<file path="config.mk">
export PLATFORM = sky130hd
export DESIGN_NAME = ctl_term_mapper
export DESIGN_NICKNAME = d
export VERILOG_FILES = /design/src/hw/ctl_term_pkg.sv /design/src/hw/ctl_term_mapper.sv
export SDC_FILE = /design/constraint.sdc
export NUM_CORES = 1
export LEC_CHECK = 0
export BUFFER_PORTS_ARGS = -buffer_cell sky130_fd_sc_hd__buf_2
export CAP_MARGIN = 20
export CELL_PAD_IN_SITES_DETAIL_PLACEMENT = 1
export CELL_PAD_IN_SITES_GLOBAL_PLACEMENT = 2
export CORE_ASPECT_RATIO = 1.2
export CORE_MARGIN = 5
export CORE_UTILIZATION = 40
export CTS_CLUSTER_DIAMETER = 40
export DETAILED_ROUTE_END_ITERATION = 10
export GPL_TIMING_DRIVEN = 0
export PLACE_DENSITY = 0.77
export REMOVE_ABC_BUFFERS = 1
export SETUP_SLACK_MARGIN = 0.2
export SYNTH_ARGS = -nofsm -noshare
export SYNTH_HDL_FRONTEND = slang
export SYNTH_SLANG_ARGS = --single-unit
</file>
<file path="constraint.sdc">
create_clock -name mclk -period 3.17 [get_ports mclk]
set_input_delay 0.634 -clock mclk [delete_from_list [all_inputs] [get_ports mclk]]
set_output_delay 0.634 -clock mclk [all_outputs]
set_load 0.01 [all_outputs]
</file>
<file path="src/hw/ctl_term_pkg.sv">
package ctl_term_pkg;

  // ----------------------------------------------------------------
  // sizes
  // ----------------------------------------------------------------
  localparam int NUM_TERM  = 4;
  localparam int NUM_FUNC  = 7;
  localparam int NUM_OUT   = 2;
  localparam int ADDR_W    = 8;
  localparam int REACT_W   = 16;
  localparam int IRQ_W     = 6;

  // ----------------------------------------------------------------
  // register byte offsets
  // ----------------------------------------------------------------
  localparam logic [ADDR_W-1:0] LINK_CFG_OFF = 8'h00;
  localparam logic [ADDR_W-1:0] EVAL_CFG_OFF = 8'h04;
  localparam logic [ADDR_W-1:0] FUNC_MAP_OFF = 8'h08;
  localparam logic [ADDR_W-1:0] REACT_OFF    = 8'h0C;
  localparam logic [ADDR_W-1:0] OUT_CFG_OFF  = 8'h10;
  localparam logic [ADDR_W-1:0] STATUS_OFF   = 8'h14;
  localparam logic [ADDR_W-1:0] IRQ_STAT_OFF = 8'h18;
  localparam logic [ADDR_W-1:0] IRQ_MASK_OFF = 8'h1C;

  // ----------------------------------------------------------------
  // field layout and reset values
  // ----------------------------------------------------------------
  localparam int LINK_FW   = 4;
  localparam int EVAL_FW   = 2;
  localparam int MAP_FW    = 4;
  localparam int OUT_FW    = 8;
  localparam int OUT_SEL_W = 4;
  localparam int OUT_INV_B = 4;

  // terminal 0 hold-min, 1 set bit 0, 2 reverse, 3 forward
  localparam logic [31:0] FUNC_MAP_RST = 32'h0001_0248;
  localparam logic [31:0] LINK_CFG_RST = 32'h0000_0000;
  localparam logic [31:0] EVAL_CFG_RST = 32'h0000_0000;
  localparam logic [31:0] OUT_CFG_RST  = 32'h0000_0000;
  localparam logic [REACT_W-1:0] REACT_RST = 16'h000A;

  // function index inside the map register
  localparam int F_FWD   = 0;
  localparam int F_REV   = 1;
  localparam int F_PSET0 = 2;
  localparam int F_PSET1 = 3;
  localparam int F_HOLD  = 4;
  localparam int F_FIXED = 5;
  localparam int F_CLEAR = 6;

  // irq bit positions above the per-terminal latch bits
  localparam int IRQ_PSET = 4;
  localparam int IRQ_CONF = 5;

  // ----------------------------------------------------------------
  // encodings
  // ----------------------------------------------------------------
  localparam logic [2:0] LINK_DIRECT  = 3'h0;
  localparam logic [2:0] LINK_INV     = 3'h1;
  localparam logic [2:0] LINK_OR      = 3'h2;
  localparam logic [2:0] LINK_OR_INV  = 3'h3;
  localparam logic [2:0] LINK_AND     = 3'h4;
  localparam logic [2:0] LINK_AND_INV = 3'h5;

  localparam logic [1:0] EVAL_HIGH = 2'h0;
  localparam logic [1:0] EVAL_LOW  = 2'h1;
  localparam logic [1:0] EVAL_RISE = 2'h2;
  localparam logic [1:0] EVAL_FALL = 2'h3;

  localparam logic [1:0] PSET_1 = 2'h0;
  localparam logic [1:0] PSET_2 = 2'h1;
  localparam logic [1:0] PSET_3 = 2'h2;
  localparam logic [1:0] PSET_4 = 2'h3;

  localparam logic [3:0] SRC_FREQ = 4'hE;

  localparam logic [1:0] RESP_OKAY   = 2'h0;
  localparam logic [1:0] RESP_SLVERR = 2'h2;

  // ----------------------------------------------------------------
  // timing
  // ----------------------------------------------------------------
  localparam int CLK_NS    = 25;
  localparam int TICK_NS   = 1000;
  localparam int TICK_CYC  = (TICK_NS + CLK_NS - 1) / CLK_NS;
  localparam int TICK_W    = 6;

  // ----------------------------------------------------------------
  // carriers
  // ----------------------------------------------------------------
  typedef struct packed {
    logic temp_warn;
    logic freq_pulse;
    logic overload_integral_fault;
    logic ready;
    logic dc_braking;
    logic zero_speed;
    logic general_fault;
    logic overtemp2;
    logic overtemp1;
    logic short_circuit;
    logic overvolt2;
    logic overvolt1;
    logic undervolt;
    logic motor_ptc;
    logic multi_function;
  } status_src_type;

  typedef struct packed {
    logic       forward_run_request;
    logic       reverse_run_request;
    logic       hold_min_freq;
    logic       fixed_freq;
    logic       latch_clear;
    logic [1:0] param_set;
  } drive_func_type;

endpackage
</file>
<file path="src/hw/ctl_term_mapper.sv">
// Behaviour
// RULE_01 - four inputs each assignable to the seven converter functions
// RULE_02 - one terminal may drive several functions at once
// RULE_03 - each input selectable as high active or low active
// RULE_04 - two terminals may be combined by OR, plain or inverted
// RULE_05 - two terminals may be combined by AND, plain or inverted
// RULE_06 - evaluation: level high, level low, rising edge or falling edge
// RULE_07 - evaluation setting held apart from function assignment
// RULE_08 - reaction time rejects noise and contact bounce
// RULE_09 - each of two outputs takes one status or fault source
// RULE_10 - frequency source only allowed on the first output
// RULE_11 - relay switches with the designated second output
// RULE_12 - each output has a polarity inversion
// RULE_13 - overtemperature warning selectable as output source
// RULE_14 - latch clear resets all input latches
// RULE_15 - two select bits choose parameter set at once
// RULE_16 - forward run wins when both run requests are active
// RULE_17 - change accepted only after stable for whole reaction time
// RULE_18 - edge input sets a latch held until latch clear
//
// Chosen here: the AXI4-Lite interface to the registers and the placing of the registers.
`timescale 1ns/100ps
`default_nettype none
module ctl_term_mapper
  import ctl_term_pkg::*;
(
  input  wire logic                  mclk,
  input  wire logic                  nrst,
  input  wire logic [ADDR_W-1:0]     s_axi_awaddr,
  input  wire logic                  s_axi_awvalid,
  output logic                       s_axi_awready,
  input  wire logic [31:0]           s_axi_wdata,
  input  wire logic [3:0]            s_axi_wstrb,
  input  wire logic                  s_axi_wvalid,
  output logic                       s_axi_wready,
  output logic [1:0]                 s_axi_bresp,
  output logic                       s_axi_bvalid,
  input  wire logic                  s_axi_bready,
  input  wire logic [ADDR_W-1:0]     s_axi_araddr,
  input  wire logic                  s_axi_arvalid,
  output logic                       s_axi_arready,
  output logic [31:0]                s_axi_rdata,
  output logic [1:0]                 s_axi_rresp,
  output logic                       s_axi_rvalid,
  input  wire logic                  s_axi_rready,
  input  wire logic [NUM_TERM-1:0]   term_raw,
  input  wire ctl_term_pkg::status_src_type status_src,
  output var ctl_term_pkg::drive_func_type  drive,
  output logic [NUM_OUT-1:0]         oc_drive,
  output logic                       relay_drive,
  output logic                       irq
);
  import ctl_term_pkg::*;

  // ----------------------------------------------------------------
  // helpers
  // ----------------------------------------------------------------
  function automatic logic [31:0] byte_mask(input logic [3:0] strb);
    byte_mask = {{8{strb[3]}}, {8{strb[2]}}, {8{strb[1]}}, {8{strb[0]}}};
  endfunction

  function automatic logic link_val(input logic [2:0] mode,
                                    input logic a, input logic b);
    case (mode)
      LINK_DIRECT:  link_val = a;
      LINK_INV:     link_val = ~a;
      LINK_OR:      link_val = a | b;
      LINK_OR_INV:  link_val = ~a | ~b;
      LINK_AND:     link_val = a & b;
      LINK_AND_INV: link_val = ~a & ~b;
      default:      link_val = a;
    endcase
  endfunction

  function automatic logic [1:0] pset_code(input logic b0, input logic b1);
    case ({b1, b0})
      2'h3:    pset_code = PSET_1;
      2'h2:    pset_code = PSET_2;
      2'h1:    pset_code = PSET_3;
      default: pset_code = PSET_4;
    endcase
  endfunction

  // ----------------------------------------------------------------
  // registers
  // ----------------------------------------------------------------
  logic [31:0]         link_cfg_r;
  logic [31:0]         eval_cfg_r;
  logic [31:0]         func_map_r;
  logic [REACT_W-1:0]  react_r;
  logic [31:0]         out_cfg_r;
  logic [IRQ_W-1:0]    irq_stat_r;
  logic [IRQ_W-1:0]    irq_mask_r;
  logic                aw_hold_r;
  logic                w_hold_r;
  logic [ADDR_W-1:0]   aw_addr_r;
  logic [31:0]         w_data_r;
  logic [3:0]          w_strb_r;
  logic                bvalid_r;
  logic [1:0]          bresp_r;
  logic                rvalid_r;
  logic [31:0]         rdata_r;
  logic [1:0]          rresp_r;
  logic [31:0]         rdata_nxt;
  logic                rhit_nxt;
  logic                wr_fire;
  logic                whit;
  logic [31:0]         wmask;
  logic [31:0]         bmask;

  assign s_axi_awready = ~aw_hold_r & ~bvalid_r;
  assign s_axi_wready  = ~w_hold_r & ~bvalid_r;
  assign s_axi_arready = ~rvalid_r;
  assign s_axi_bvalid  = bvalid_r;
  assign s_axi_bresp   = bresp_r;
  assign s_axi_rvalid  = rvalid_r;
  assign s_axi_rdata   = rdata_r;
  assign s_axi_rresp   = rresp_r;
  assign wr_fire       = aw_hold_r & w_hold_r & ~bvalid_r;
  assign wmask         = s_axi_wdata_mask();
  assign bmask         = byte_mask(w_strb_r);
  assign whit          = (aw_addr_r <= IRQ_MASK_OFF) &&
                         (aw_addr_r[1:0] == 2'h0) &&
                         (aw_addr_r != STATUS_OFF);

  function automatic logic [31:0] s_axi_wdata_mask();
    s_axi_wdata_mask = w_data_r & byte_mask(w_strb_r);
  endfunction

  // write address and data are taken in either order, answered together
  always_ff @(posedge mclk or negedge nrst)
  begin
    if (!nrst)
    begin
      aw_hold_r <= 1'b0;
      w_hold_r  <= 1'b0;
      aw_addr_r <= '0;
      w_data_r  <= '0;
      w_strb_r  <= '0;
      bvalid_r  <= 1'b0;
      bresp_r   <= RESP_OKAY;
    end
    else
    begin
      if (s_axi_awvalid && s_axi_awready)
      begin
        aw_hold_r <= 1'b1;
        aw_addr_r <= s_axi_awaddr;
      end
      if (s_axi_wvalid && s_axi_wready)
      begin
        w_hold_r <= 1'b1;
        w_data_r <= s_axi_wdata;
        w_strb_r <= s_axi_wstrb;
      end
      if (wr_fire)
      begin
        aw_hold_r <= 1'b0;
        w_hold_r  <= 1'b0;
        bvalid_r  <= 1'b1;
        bresp_r   <= whit ? RESP_OKAY : RESP_SLVERR;
      end
      else if (bvalid_r && s_axi_bready)
        bvalid_r <= 1'b0;
    end
  end

  // function map and evaluation live in separate words
  always_ff @(posedge mclk or negedge nrst)
  begin
    if (!nrst)
    begin
      link_cfg_r <= LINK_CFG_RST;
      eval_cfg_r <= EVAL_CFG_RST; // RULE_07
      func_map_r <= FUNC_MAP_RST;
      react_r    <= REACT_RST;
      out_cfg_r  <= OUT_CFG_RST;
      irq_mask_r <= '0;
    end
    else if (wr_fire)
    begin
      case (aw_addr_r)
        LINK_CFG_OFF: link_cfg_r <= (link_cfg_r & ~bmask) | wmask;
        EVAL_CFG_OFF: eval_cfg_r <= (eval_cfg_r & ~bmask) | wmask;
        FUNC_MAP_OFF: func_map_r <= (func_map_r & ~bmask) | wmask;
        REACT_OFF:    react_r    <= (react_r & ~bmask[REACT_W-1:0]) |
                                    wmask[REACT_W-1:0];
        OUT_CFG_OFF:  out_cfg_r  <= (out_cfg_r & ~bmask) | wmask;
        IRQ_MASK_OFF: irq_mask_r <= (irq_mask_r & ~bmask[IRQ_W-1:0]) |
                                    wmask[IRQ_W-1:0];
        default:      ;
      endcase
    end
  end

  // ----------------------------------------------------------------
  // input path
  // ----------------------------------------------------------------
  logic [NUM_TERM-1:0] sync1_r;
  logic [NUM_TERM-1:0] sync2_r;
  logic [NUM_TERM-1:0] filt;
  logic [NUM_TERM-1:0] comb_r;
  logic [NUM_TERM-1:0] latch;
  logic [NUM_TERM-1:0] latch_set;
  logic [NUM_TERM-1:0] term_act;
  logic [NUM_FUNC-1:0] func;
  logic [TICK_W-1:0]   tick_cnt_r;
  logic                tick;

  always_ff @(posedge mclk or negedge nrst)
  begin
    if (!nrst)
    begin
      sync1_r <= '0;
      sync2_r <= '0;
    end
    else
    begin
      sync1_r <= term_raw;
      sync2_r <= sync1_r;
    end
  end

  // reaction time counts in microsecond ticks
  assign tick = (tick_cnt_r == TICK_W'(TICK_CYC - 1));
  always_ff @(posedge mclk or negedge nrst)
  begin
    if (!nrst)
      tick_cnt_r <= '0;
    else if (tick)
      tick_cnt_r <= '0;
    else
      tick_cnt_r <= tick_cnt_r + TICK_W'(1);
  end

  genvar g;
  generate
    for (g = 0; g < NUM_TERM; g++)
    begin : g_term
      logic [REACT_W-1:0] cnt_r;
      logic               filt_r;
      logic               latch_r;
      logic               cval;
      logic               lvl;
      logic [2:0]         mode;
      logic [1:0]         ev;

      assign mode = link_cfg_r[g*LINK_FW +: 3];
      assign ev   = eval_cfg_r[g*EVAL_FW +: EVAL_FW];
      assign filt[g] = filt_r;
      assign latch[g] = latch_r;

      // any return to the old level restarts the wait
      always_ff @(posedge mclk or negedge nrst)
      begin
        if (!nrst)
        begin
          filt_r <= 1'b0;
          cnt_r  <= '0;
        end
        else if (sync2_r[g] == filt_r)
          cnt_r <= '0; // RULE_17
        // the first tick may fall at once, so one extra tick is waited
        else if (react_r == '0 || (tick && cnt_r >= react_r))
        begin
          filt_r <= sync2_r[g]; // RULE_08
          cnt_r  <= '0;
        end
        else if (tick)
          cnt_r <= cnt_r + REACT_W'(1);
      end

      // partner of a pair is the neighbouring terminal
      assign cval = link_val(mode, filt_r,
                             filt[g ^ 1]); // RULE_03 RULE_04 RULE_05
      assign lvl  = (ev == EVAL_LOW) ? ~cval : cval; // RULE_06
      assign latch_set[g] = ((ev == EVAL_RISE) && cval && !comb_r[g]) ||
                            ((ev == EVAL_FALL) && !cval && comb_r[g]);

      always_ff @(posedge mclk or negedge nrst)
      begin
        if (!nrst)
        begin
          comb_r[g] <= 1'b0;
          latch_r   <= 1'b0;
        end
        else
        begin
          comb_r[g] <= cval;
          if (latch_set[g])
            latch_r <= 1'b1; // RULE_18
          else if (func[F_CLEAR])
            latch_r <= 1'b0; // RULE_14
        end
      end

      assign term_act[g] = ev[1] ? latch_r : lvl;
    end

    for (g = 0; g < NUM_FUNC; g++)
    begin : g_func
      assign func[g] = |(func_map_r[g*MAP_FW +: NUM_TERM] &
                         term_act); // RULE_01 RULE_02
    end
  endgenerate

  // ----------------------------------------------------------------
  // functions out
  // ----------------------------------------------------------------
  logic [1:0] pset_nxt;
  logic       conflict_r;
  logic       both_run;

  assign pset_nxt = pset_code(func[F_PSET0], func[F_PSET1]);
  assign both_run = func[F_FWD] & func[F_REV];

  always_ff @(posedge mclk or negedge nrst)
  begin
    if (!nrst)
    begin
      drive      <= '{default: 1'b0, param_set: PSET_4};
      conflict_r <= 1'b0;
    end
    else
    begin
      drive.forward_run_request <= func[F_FWD];
      drive.reverse_run_request <= func[F_REV] & ~func[F_FWD]; // RULE_16
      drive.hold_min_freq       <= func[F_HOLD];
      drive.fixed_freq          <= func[F_FIXED];
      drive.latch_clear         <= func[F_CLEAR];
      drive.param_set           <= pset_nxt; // RULE_15
      conflict_r                <= both_run;
    end
  end

  // ----------------------------------------------------------------
  // outputs
  // ----------------------------------------------------------------
  logic [15:0] src_vec;
  assign src_vec = {status_src, 1'b0}; // RULE_09 RULE_13

  generate
    for (g = 0; g < NUM_OUT; g++)
    begin : g_out
      logic [OUT_SEL_W-1:0] sel;
      logic                 inverted_input_option;
      logic                 bit_sel;
      assign sel = out_cfg_r[g*OUT_FW +: OUT_SEL_W];
      assign inverted_input_option = out_cfg_r[g*OUT_FW + OUT_INV_B];
      // a frequency selection on the second output yields an idle source
      assign bit_sel = (g != 0 && sel == SRC_FREQ) ? 1'b0 :
                       src_vec[sel]; // RULE_10
      always_ff @(posedge mclk or negedge nrst)
      begin
        if (!nrst)
          oc_drive[g] <= 1'b0;
        else
          oc_drive[g] <= bit_sel ^ inverted_input_option; // RULE_12
      end
    end
  endgenerate

  always_ff @(posedge mclk or negedge nrst)
  begin
    if (!nrst)
      relay_drive <= 1'b0;
    else
      relay_drive <= g_out[1].bit_sel ^ g_out[1].inverted_input_option; // RULE_11
  end

  // ----------------------------------------------------------------
  // interrupts and read side
  // ----------------------------------------------------------------
  logic [IRQ_W-1:0] irq_ev;
  logic [IRQ_W-1:0] irq_clr;
  assign irq_ev  = {both_run & ~conflict_r, pset_nxt != drive.param_set,
                    latch_set};
  assign irq_clr = (wr_fire && aw_addr_r == IRQ_STAT_OFF) ?
                   wmask[IRQ_W-1:0] : '0;
  assign irq     = |(irq_stat_r & irq_mask_r);

  always_ff @(posedge mclk or negedge nrst)
  begin
    if (!nrst)
      irq_stat_r <= '0;
    else
      irq_stat_r <= (irq_stat_r & ~irq_clr) | irq_ev; // set beats clear
  end

  always_comb
  begin
    rhit_nxt  = 1'b1;
    rdata_nxt = '0;
    case (s_axi_araddr)
      LINK_CFG_OFF: rdata_nxt = link_cfg_r;
      EVAL_CFG_OFF: rdata_nxt = eval_cfg_r;
      FUNC_MAP_OFF: rdata_nxt = func_map_r;
      REACT_OFF:    rdata_nxt = {16'h0000, react_r};
      OUT_CFG_OFF:  rdata_nxt = out_cfg_r;
      STATUS_OFF:   rdata_nxt = {10'h000, drive.param_set, 1'b0, func,
                                 term_act, latch, filt};
      IRQ_STAT_OFF: rdata_nxt = {26'h0, irq_stat_r};
      IRQ_MASK_OFF: rdata_nxt = {26'h0, irq_mask_r};
      default:      rhit_nxt  = 1'b0;
    endcase
  end

  always_ff @(posedge mclk or negedge nrst)
  begin
    if (!nrst)
    begin
      rvalid_r <= 1'b0;
      rdata_r  <= '0;
      rresp_r  <= RESP_OKAY;
    end
    else if (s_axi_arvalid && s_axi_arready)
    begin
      rvalid_r <= 1'b1;
      rdata_r  <= rdata_nxt;
      rresp_r  <= rhit_nxt ? RESP_OKAY : RESP_SLVERR;
    end
    else if (rvalid_r && s_axi_rready)
      rvalid_r <= 1'b0;
  end
endmodule
`default_nettype wire

</file>
Yosys cells after proc, flatten, opt, wreduce, memory -nomap -nowiden
Cells that the tools add are included.
Widths: inputs -> output; s select.

storage, ports and cells
  output and inout bits = 52
  flip-flop bits (word level) = 340
  logic and storage cells = 303
  bits of input ports = 78

cells by class
  add/subtract/negate cells = 5
  equal/unequal tests = 56
  mux-type cells = 49
  $lt $le $gt $ge = 7
  bitwise operators = 62
  reduce and logical (&&, ||, !) cells = 79

operators with widths
  cell                   number
  $pmux 32 s8            1
  $mux 16                12
  $and 32x32->32         5
  $or 32x32->32          4
  $add 16x1->16 const B  4
  $ge 16x16->1           4
  $eq 8x5->1 const B     7
  $eq 8x4->1 const B     4
  $not 32->32            1
  $and 4x4->4            7
  $logic_and 1x1->1      28
  $reduce_or 4->1        7
  $mux 1                 25
  $eq 3x2->1 const B     8
  $eq 3x3->1 const B     8
  $eq 2x2->1 const B     10
  $pmux 1 s5             4
  $reduce_and 2->1       10
  $and 6x6->6            3
  $not 1->1              18
  $and 16x16->16         1
  $eq 8x3->1 const B     2
  $logic_not 16->1       1
  $logic_not 8->1        2
  28 further kinds       82

Depth between registers and ports, before layout
Gate-level depths: netlist of the first run.

  word-level depth = 12
  gate-level depth with buffers = 12
  mapped depth without buffers = 10

Least setup slack after synthesis of the first run
No wires, ideal clock.

  path kind = register -> register
  start point = register (tool-made name)
  end point = register g_term[2].cnt_r[13]
  setup time = 66 ps
  clock period less this slack = 2,433 ps
  buffers on the path = 1
  setup slack = 737 ps
  data required time = 3,104 ps
  arrival = 2,367 ps
  cell stages (with the launch flop) = 11
  path through = dfstp_2 -> inv_1 -> ha_1 -> a21oi_1 -> o21ai_0 -> a31oi_1 -> o211ai_1 -> a2111oi_1 -> clkbuf_1 -> a21o_1 -> a22o_1

RTL lines
  element               RTL line                text
  end signal, assigned  ctl_term_mapper.sv:270  cnt_r <= cnt_r + REACT_W'(1);
  end, declared         ctl_term_mapper.sv:240  logic [REACT_W-1:0] cnt_r;

Final worst setup path of the first run
  start point = input port s_axi_araddr[1]
  end point = register rdata_r[7], in the netlist s_axi_rdata[7]

on the way
  word-level cells in the longest chain between the ends = 2
  elaborated cells on any way between the ends = 9
  classes of those cells = eq/ne (7); mux (1); reduce/logical (1)

ends and longest elaborated chain
  element                             RTL line                text
  start, declared                     ctl_term_mapper.sv:39   input wire logic [ADDR_W-1:0] s_axi_araddr,
  $eq 8x5->1 (tied with other cells)  ctl_term_mapper.sv:394  case (s_axi_araddr)
  $pmux 32 s8 (*)                     ctl_term_mapper.sv:394
  end signal, assigned                ctl_term_mapper.sv:419  rdata_r <= rdata_nxt;
  end, declared                       ctl_term_mapper.sv:102  logic [31:0] rdata_r;

Every way passes the cells marked *; elsewhere a longest branch is shown, timed or not.
A chain may end at the register's enable or synchronous reset.

==> results of run 1 <==
logic make-up after synthesis:
group	share of synthesized area [%]
and+or+nand+nor	12.0
xor gates and xnor gates	0.617
DFF	49.7
AOI/OAI and AO/OA	15.2
muxes	14.1
buffers and inverters	3.21
adders and majority gates	5.07
other	0.0220
area by class of cell:
class	count	area share (%)
sequential	338	40.9
multi-input combinational	1110	39.5
clock buffer	61	7.11
timing repair buffer	168	5.40
tap	546	3.30
clock inverter	41	2.59
inverter	62	1.16
critical path, delay by kind of cell:
kind / cells / cell delay (ns)
AND/OR/NAND/NOR: 3 / 2.06
AO/OA/AOI/OAI: 3 / 0.65
buffers and inverters: 1 / 0.11
through the flow:
stage          setup TNS (ns)  setup WS, ns
2_1_floorplan          -17.80         -1.17
3_5_place_dp            -6.98        -0.329
6_report                    0         0.232
3_3_place_gp         -1905.05         -5.42
5_1_grt                     0         0.185
4_1_cts                     0         0.193
cell usage in the layout (no fill, tap or decap), types with 6 or more instances in the layout:
master and instances:
a21o_1 58, a22o_1 26, inv_1 59, dfstp_2 8
a211oi_1 6, ha_1 68, xor2_1 6, a21oi_1 76
and3_1 40, nor3_1 10, xnor2_1 6, mux2_2 170
inv_6 13, clkinvlp_4 8, nand4_1 15, o21ai_0 102
a222oi_1 19, o221ai_1 6, mux2i_1 23, bufinv_16 9
nand3_1 70, a22oi_1 30, nand2_1 183, nor2_1 57
clkbuf_16 57, buf_6 8, nor2b_1 7, mux4_2 11
dfrtp_1 328, o211ai_1 6, a31oi_1 10, buf_4 23
or2_2 6, buf_2 126, nand2b_1 10
power by group through the flow:
stage	Clock, W	Sequential (W)	Combinational (W)
6_report	0.00654	0.00568	0.00287
3_3_place_gp	0	0.00571	0.00253
5_1_grt	0.00688	0.00578	0.00311
3_5_place_dp	0	0.00575	0.00269
2_1_floorplan	0	0.00545	0.00170
4_1_cts	0.00667	0.00568	0.00282
worst paths after layout:
kind	from	end	slack (ns)	cells past startpoint
max in group asynchronous	nrst	s_axi_rdata[31]	1.52	3
hold reg to reg	sync1_r[0]	sync2_r[0]	0.34	0
setup reg to reg	g_term[3].filt_r	g_term[0].latch_r	0.28	8
setup / recovery	s_axi_araddr[1]	s_axi_rdata[7]	0.23	7
min in group asynchronous	nrst	g_term[0].cnt_r[6]	0.58	2
hold / removal	term_raw[1]	sync1_r[1]	0.14	1
layer usage:
layer | up-vias | GRT usage (%) | share of wire (%)
li1 | 6105 | - | -
met1 | 6972 | 28.5 | 40
met2 | 305 | 40.9 | 52
met3 | 116 | 3.75 | 4.4
met4 | 0 | 9.66 | 3.6
met5 | - | 0 | 0
what timing repair did:
action	CTS	global route
endpoints found under the hold margin	4	0
gates cloned	1	2
gates resized for setup	11	13
endpoints found under the setup margin	48	99
setup buffers	4	18
pin swaps	2	8
hold buffers	1	0
==> run metrics, run 1 <==
Yosys warnings=0; Finished Cell Area=~21000 sq um; Largest stage delay, worst path=around 0.89 ns; grt total ovfl=0; Die X=about 200 um; worst skew pair latency=0.60 ns; CP cell instances=buf_2 > or2_2 > nor2_1 > and3_1 > a222oi_1 > a21oi_1 > a21o_1; port bufs=between 100 and 150; Post-synth EDFFs=0; cell total after placement=about 2200; CTS tree=built; RSZ-0062 raised after global routing=yes; Peak supply drop=between 0.5 and 0.6 mV; Post-synth ARST share=100%; largest driver fanout on the critical path=17; largest net degree at the start of global routing=120; ANT cells=0; Core Util, Final=49.3%; Switching Share=a little under a third; WL final=around 56 mm; first-pass GRT wire length=roughly 85 mm; number of global-route vias before repair=14300; logic gate share of total power=19.0%; CP max stage cell=and3_1; Clock Sinks=338; Leakage=approximately 9.9 nW; Internal=about 0.010 W; post-detail-place hpwl=~38 mm; num rows=82; initial antenna violation count=1; fin cells=about 2300; fillers=between 4000 and 5000; max-slew violations=0; CTS Buf Count=55; Synth area leaders=dfrtp_1, mux2_2, ha_1; Starting Density=between 40% and 50%; count of final hold-check violations=0; Root Buffer=clkbuf_16; Starting DRT DRC Count=between 600 and 700; Syn Std Cell Area=~17000 sq um; final layout net count=1882; WP data required=3.71 ns; count leader, synth=dfrtp_1; Core ar.=42000 sq um; WS Path Type=input port to flip-flop; Area Overhead vs Synth=21.6%; die outline area=46800 sq um; Post-Synthesis Mean Instance Area=around 11 sq um; # Max-Cap Violations=0; Storage cell area=roughly 8500 sq um; number of synthesized register bits=around 340; status=finished, final reports clean; Placer Congestion=between 0.8 and 0.9; Power Density=roughly 730 nW/um^2; startpoint types=input port; multi-input logic area=about 8200 sq um; clk slew on worst S/H paths=about 0.06 ns; Clock Power Share=a little over two fifths; Worst Hold Class=input port to flip-flop; via density per instance=between 5 and 6; final setup violation count=0; iteration count of the initial detailed-routing pass=5; part of the power in registers=approximately 38%; Sw Pwr=just under 0.005 W; Slew @ Worst Pin=just over 1 ns; crit share post-route=~90%; Synth cell types=a little under 70; Vert. Die Dim=236 um; gr usage total=23.4%; Commonest cells post-synth=dfrtp_1, nand2_1, mux2_2; Max Clock Skew=about 0.026 ns; # H-tree levels=2; area leader, netlist=dfrtp_1; FMAX=340 MHz; ys flop type=dfrtp_1; share of cells above drive strength 1=28.2%; remaining antenna violation count=0; fin crit period=roughly 3 ns; relative slew slack=32.0%; post-synth top area share=about half; vias after detailed routing=between 10000 and 15000; Post-DP Area=18300 sq um; arrival time worst endpoint=~3.5 ns; Post-route DRC=0; Cells after Synth=1577; Setup crit end kind=flip-flop; total power=0.0151 W; Avg WL per Cell=roughly 24 um; CTS Buffer Depth=3; # IOs=130; worst hold margin=around 0.14 ns; sequential cell area fraction in the yosys report=roughly 50%
(Power assumes the default switching activity.)
==> run 2: changes to the inputs <==
- PLACE_DENSITY: 0.77 -> 0.89
==> run 2 against run 1 <==
Net effect: clock power is 14% lower; clock skew is 0.014 ns higher; critical path depth stayed put; sequential share of layout area is 0.95 points higher; critical endpoint is now g_term[0].latch_r.
==> run metrics, run 2 (synthesis results as in run 1) <==
status=finished, final reports clean; final setup violation count=0; Fin Setup TNS=0 ns; iteration count of the initial detailed-routing pass=6; CTS Buffer Depth=3; Min-Delay Endpoint=sync1_r[2]; worst hold margin=0.153 ns; startpoint types=flip-flop; Power Density=696 nW/um^2; CTS tree=built; Die X=198 um; # H-tree levels=2; WP data required=about 3.6 ns; commonest non-fill, non-tap cell in the layout=dfrtp_1; die outline area=46800 sq um; r2r startpoint=g_term[3].filt_r; CP max stage cell=dfrtp_1; part of the power in registers=approximately 40%; Finished Cell Area=20200 sq um; count of final hold-check violations=0; flop2flop setup slack=0.24 ns; share of cells above drive strength 1=26.8%; ANT cells=0; post-detail-place hpwl=~37 mm; crit share post-route=between 90% and 100%; Switching Share=roughly a third; largest driver fanout on the critical path=12; Internal=between 0.009 and 0.01 W; Sw Pwr=~0.0046 W; FMAX=~340 MHz; remaining antenna violation count=0; # IOs=130; DP Worst Slack=-0.395 ns; largest net degree at the start of global routing=~110; fin crit period=about 2.9 ns; Post-route DRC=0; Starting Density=between 40% and 50%; Avg WL per Cell=about 24 um; hold_sp=term_raw[2]; CP cell instances=nor2b_1 > a221oi_1 > o21ai_0 > a31oi_4 > a22oi_1 > and3_2 > a22o_1; Max Clock Skew=roughly 0.04 ns; Leakage=~9.7 nW; logic gate share of total power=about a fifth; final worst slack=0.243 ns; Vert. Die Dim=roughly 240 um; RSZ-0062 raised after global routing=yes; clk slew on worst S/H paths=~0.050 ns; vias after detailed routing=about 14000; WL final=approximately 54 mm; critical register-to-register path endpoint=g_term[0].latch_r; num rows=82; arrival time worst endpoint=3.39 ns; max-slew violations=0; Setup crit end kind=flip-flop; port bufs=127; Clock Power Share=39.8%; Placer Congestion=roughly 0.86; initial antenna violation count=1; Clock Sinks=338; Area Overhead vs Synth=18.8%; Buf/Inv on CP=0; relative slew slack=about a quarter; crit path from=g_term[3].filt_r; grt total ovfl=0; fillers=4517; hold path cells=1; CTS Buf Count=50; commonest non-fill, non-tap cells in the layout=dfrtp_1, nand2_1, mux2_2; Root Buffer=clkbuf_16; Slew @ Worst Pin=approximately 1.1 ns; WS Path Type=flip-flop to flip-flop; # Max-Cap Violations=0; final layout net count=1860; Worst Hold Class=input port to flip-flop; Peak supply drop=around 0.47 mV; via density per instance=a little under 6; worst skew pair latency=about 0.60 ns; number of global-route vias before repair=~15000; Core ar.=42000 sq um; Largest stage delay, worst path=between 0.5 and 0.6 ns; reg2reg path depth=7; gr usage total=a little under a quarter; Core Util, Final=between 40% and 50%; first-pass GRT wire length=around 84 mm; Post-DP Area=between 15000 and 20000 sq um; Crit path max-delay family=compound AO/OA/AOI/OAI gates; Starting DRT DRC Count=around 840
-- run 2: per-stage QoR --
stage / instances / total power, W
after global routing: 2299 / 0.0147
after CTS: 2290 / 0.0141
final: 2299 / 0.0141
after detailed placement: 2196 / 0.00840
after floorplan: 1507 / 0.00715
after global placement: 2180 / 0.00817
-- run 2: area by class of cell --
class,instances,area [sq um],share of cell area (%)
sequential,338,8470,41.9
multi-input combinational,1109,8150,40.3
clock buffer,60,1370,6.77
timing repair buffer,152,991,4.90
tap,546,683,3.38
clock inverter,32,338,1.67
inverter,62,236,1.17
-- run 2: repair_timing --
| item | 4_1_cts | 5_1_grt |
|---|---|---|
| gates resized for setup | 6 | 11 |
| buffers inserted | 1 | 6 |
| hold buffers | 1 | 0 |
| endpoints found under the hold margin | 25 | 0 |
| pin swaps | 1 | 4 |
| endpoints found under the setup margin | 45 | 57 |
| gates cloned | 0 | 2 |
-- run 2: how the worst max path moves through the flow --
stage	endpoint	slack, ns	cells after the start
final	g_term[0].latch_r	0.24	7
after CTS	g_term[1].cnt_r[2]	0.21	9
after floorplan	g_term[2].cnt_r[2]	-1.17	9
after global placement	s_axi_rdata[29]	-5.20	1
after detailed placement	s_axi_rdata[7]	-0.39	7
after global routing	g_term[0].cnt_r[8]	0.19	11
-- run 2: routing by layer --
layer	share of wire (%)	track usage, %
met5	0.028	0
met4	4.3	9.81
met3	4.5	3.51
met2	51	39.5
met1	40	28.2
-- run 2: power groups by stage --
stage	clock (W)	sequential, W	combinational, W
global placement	0	0.00571	0.00247
global route	0.00590	0.00580	0.00299
detailed placement	0	0.00577	0.00262
finish	0.00560	0.00573	0.00276
floorplan	0	0.00545	0.00170
CTS	0.00572	0.00571	0.00267
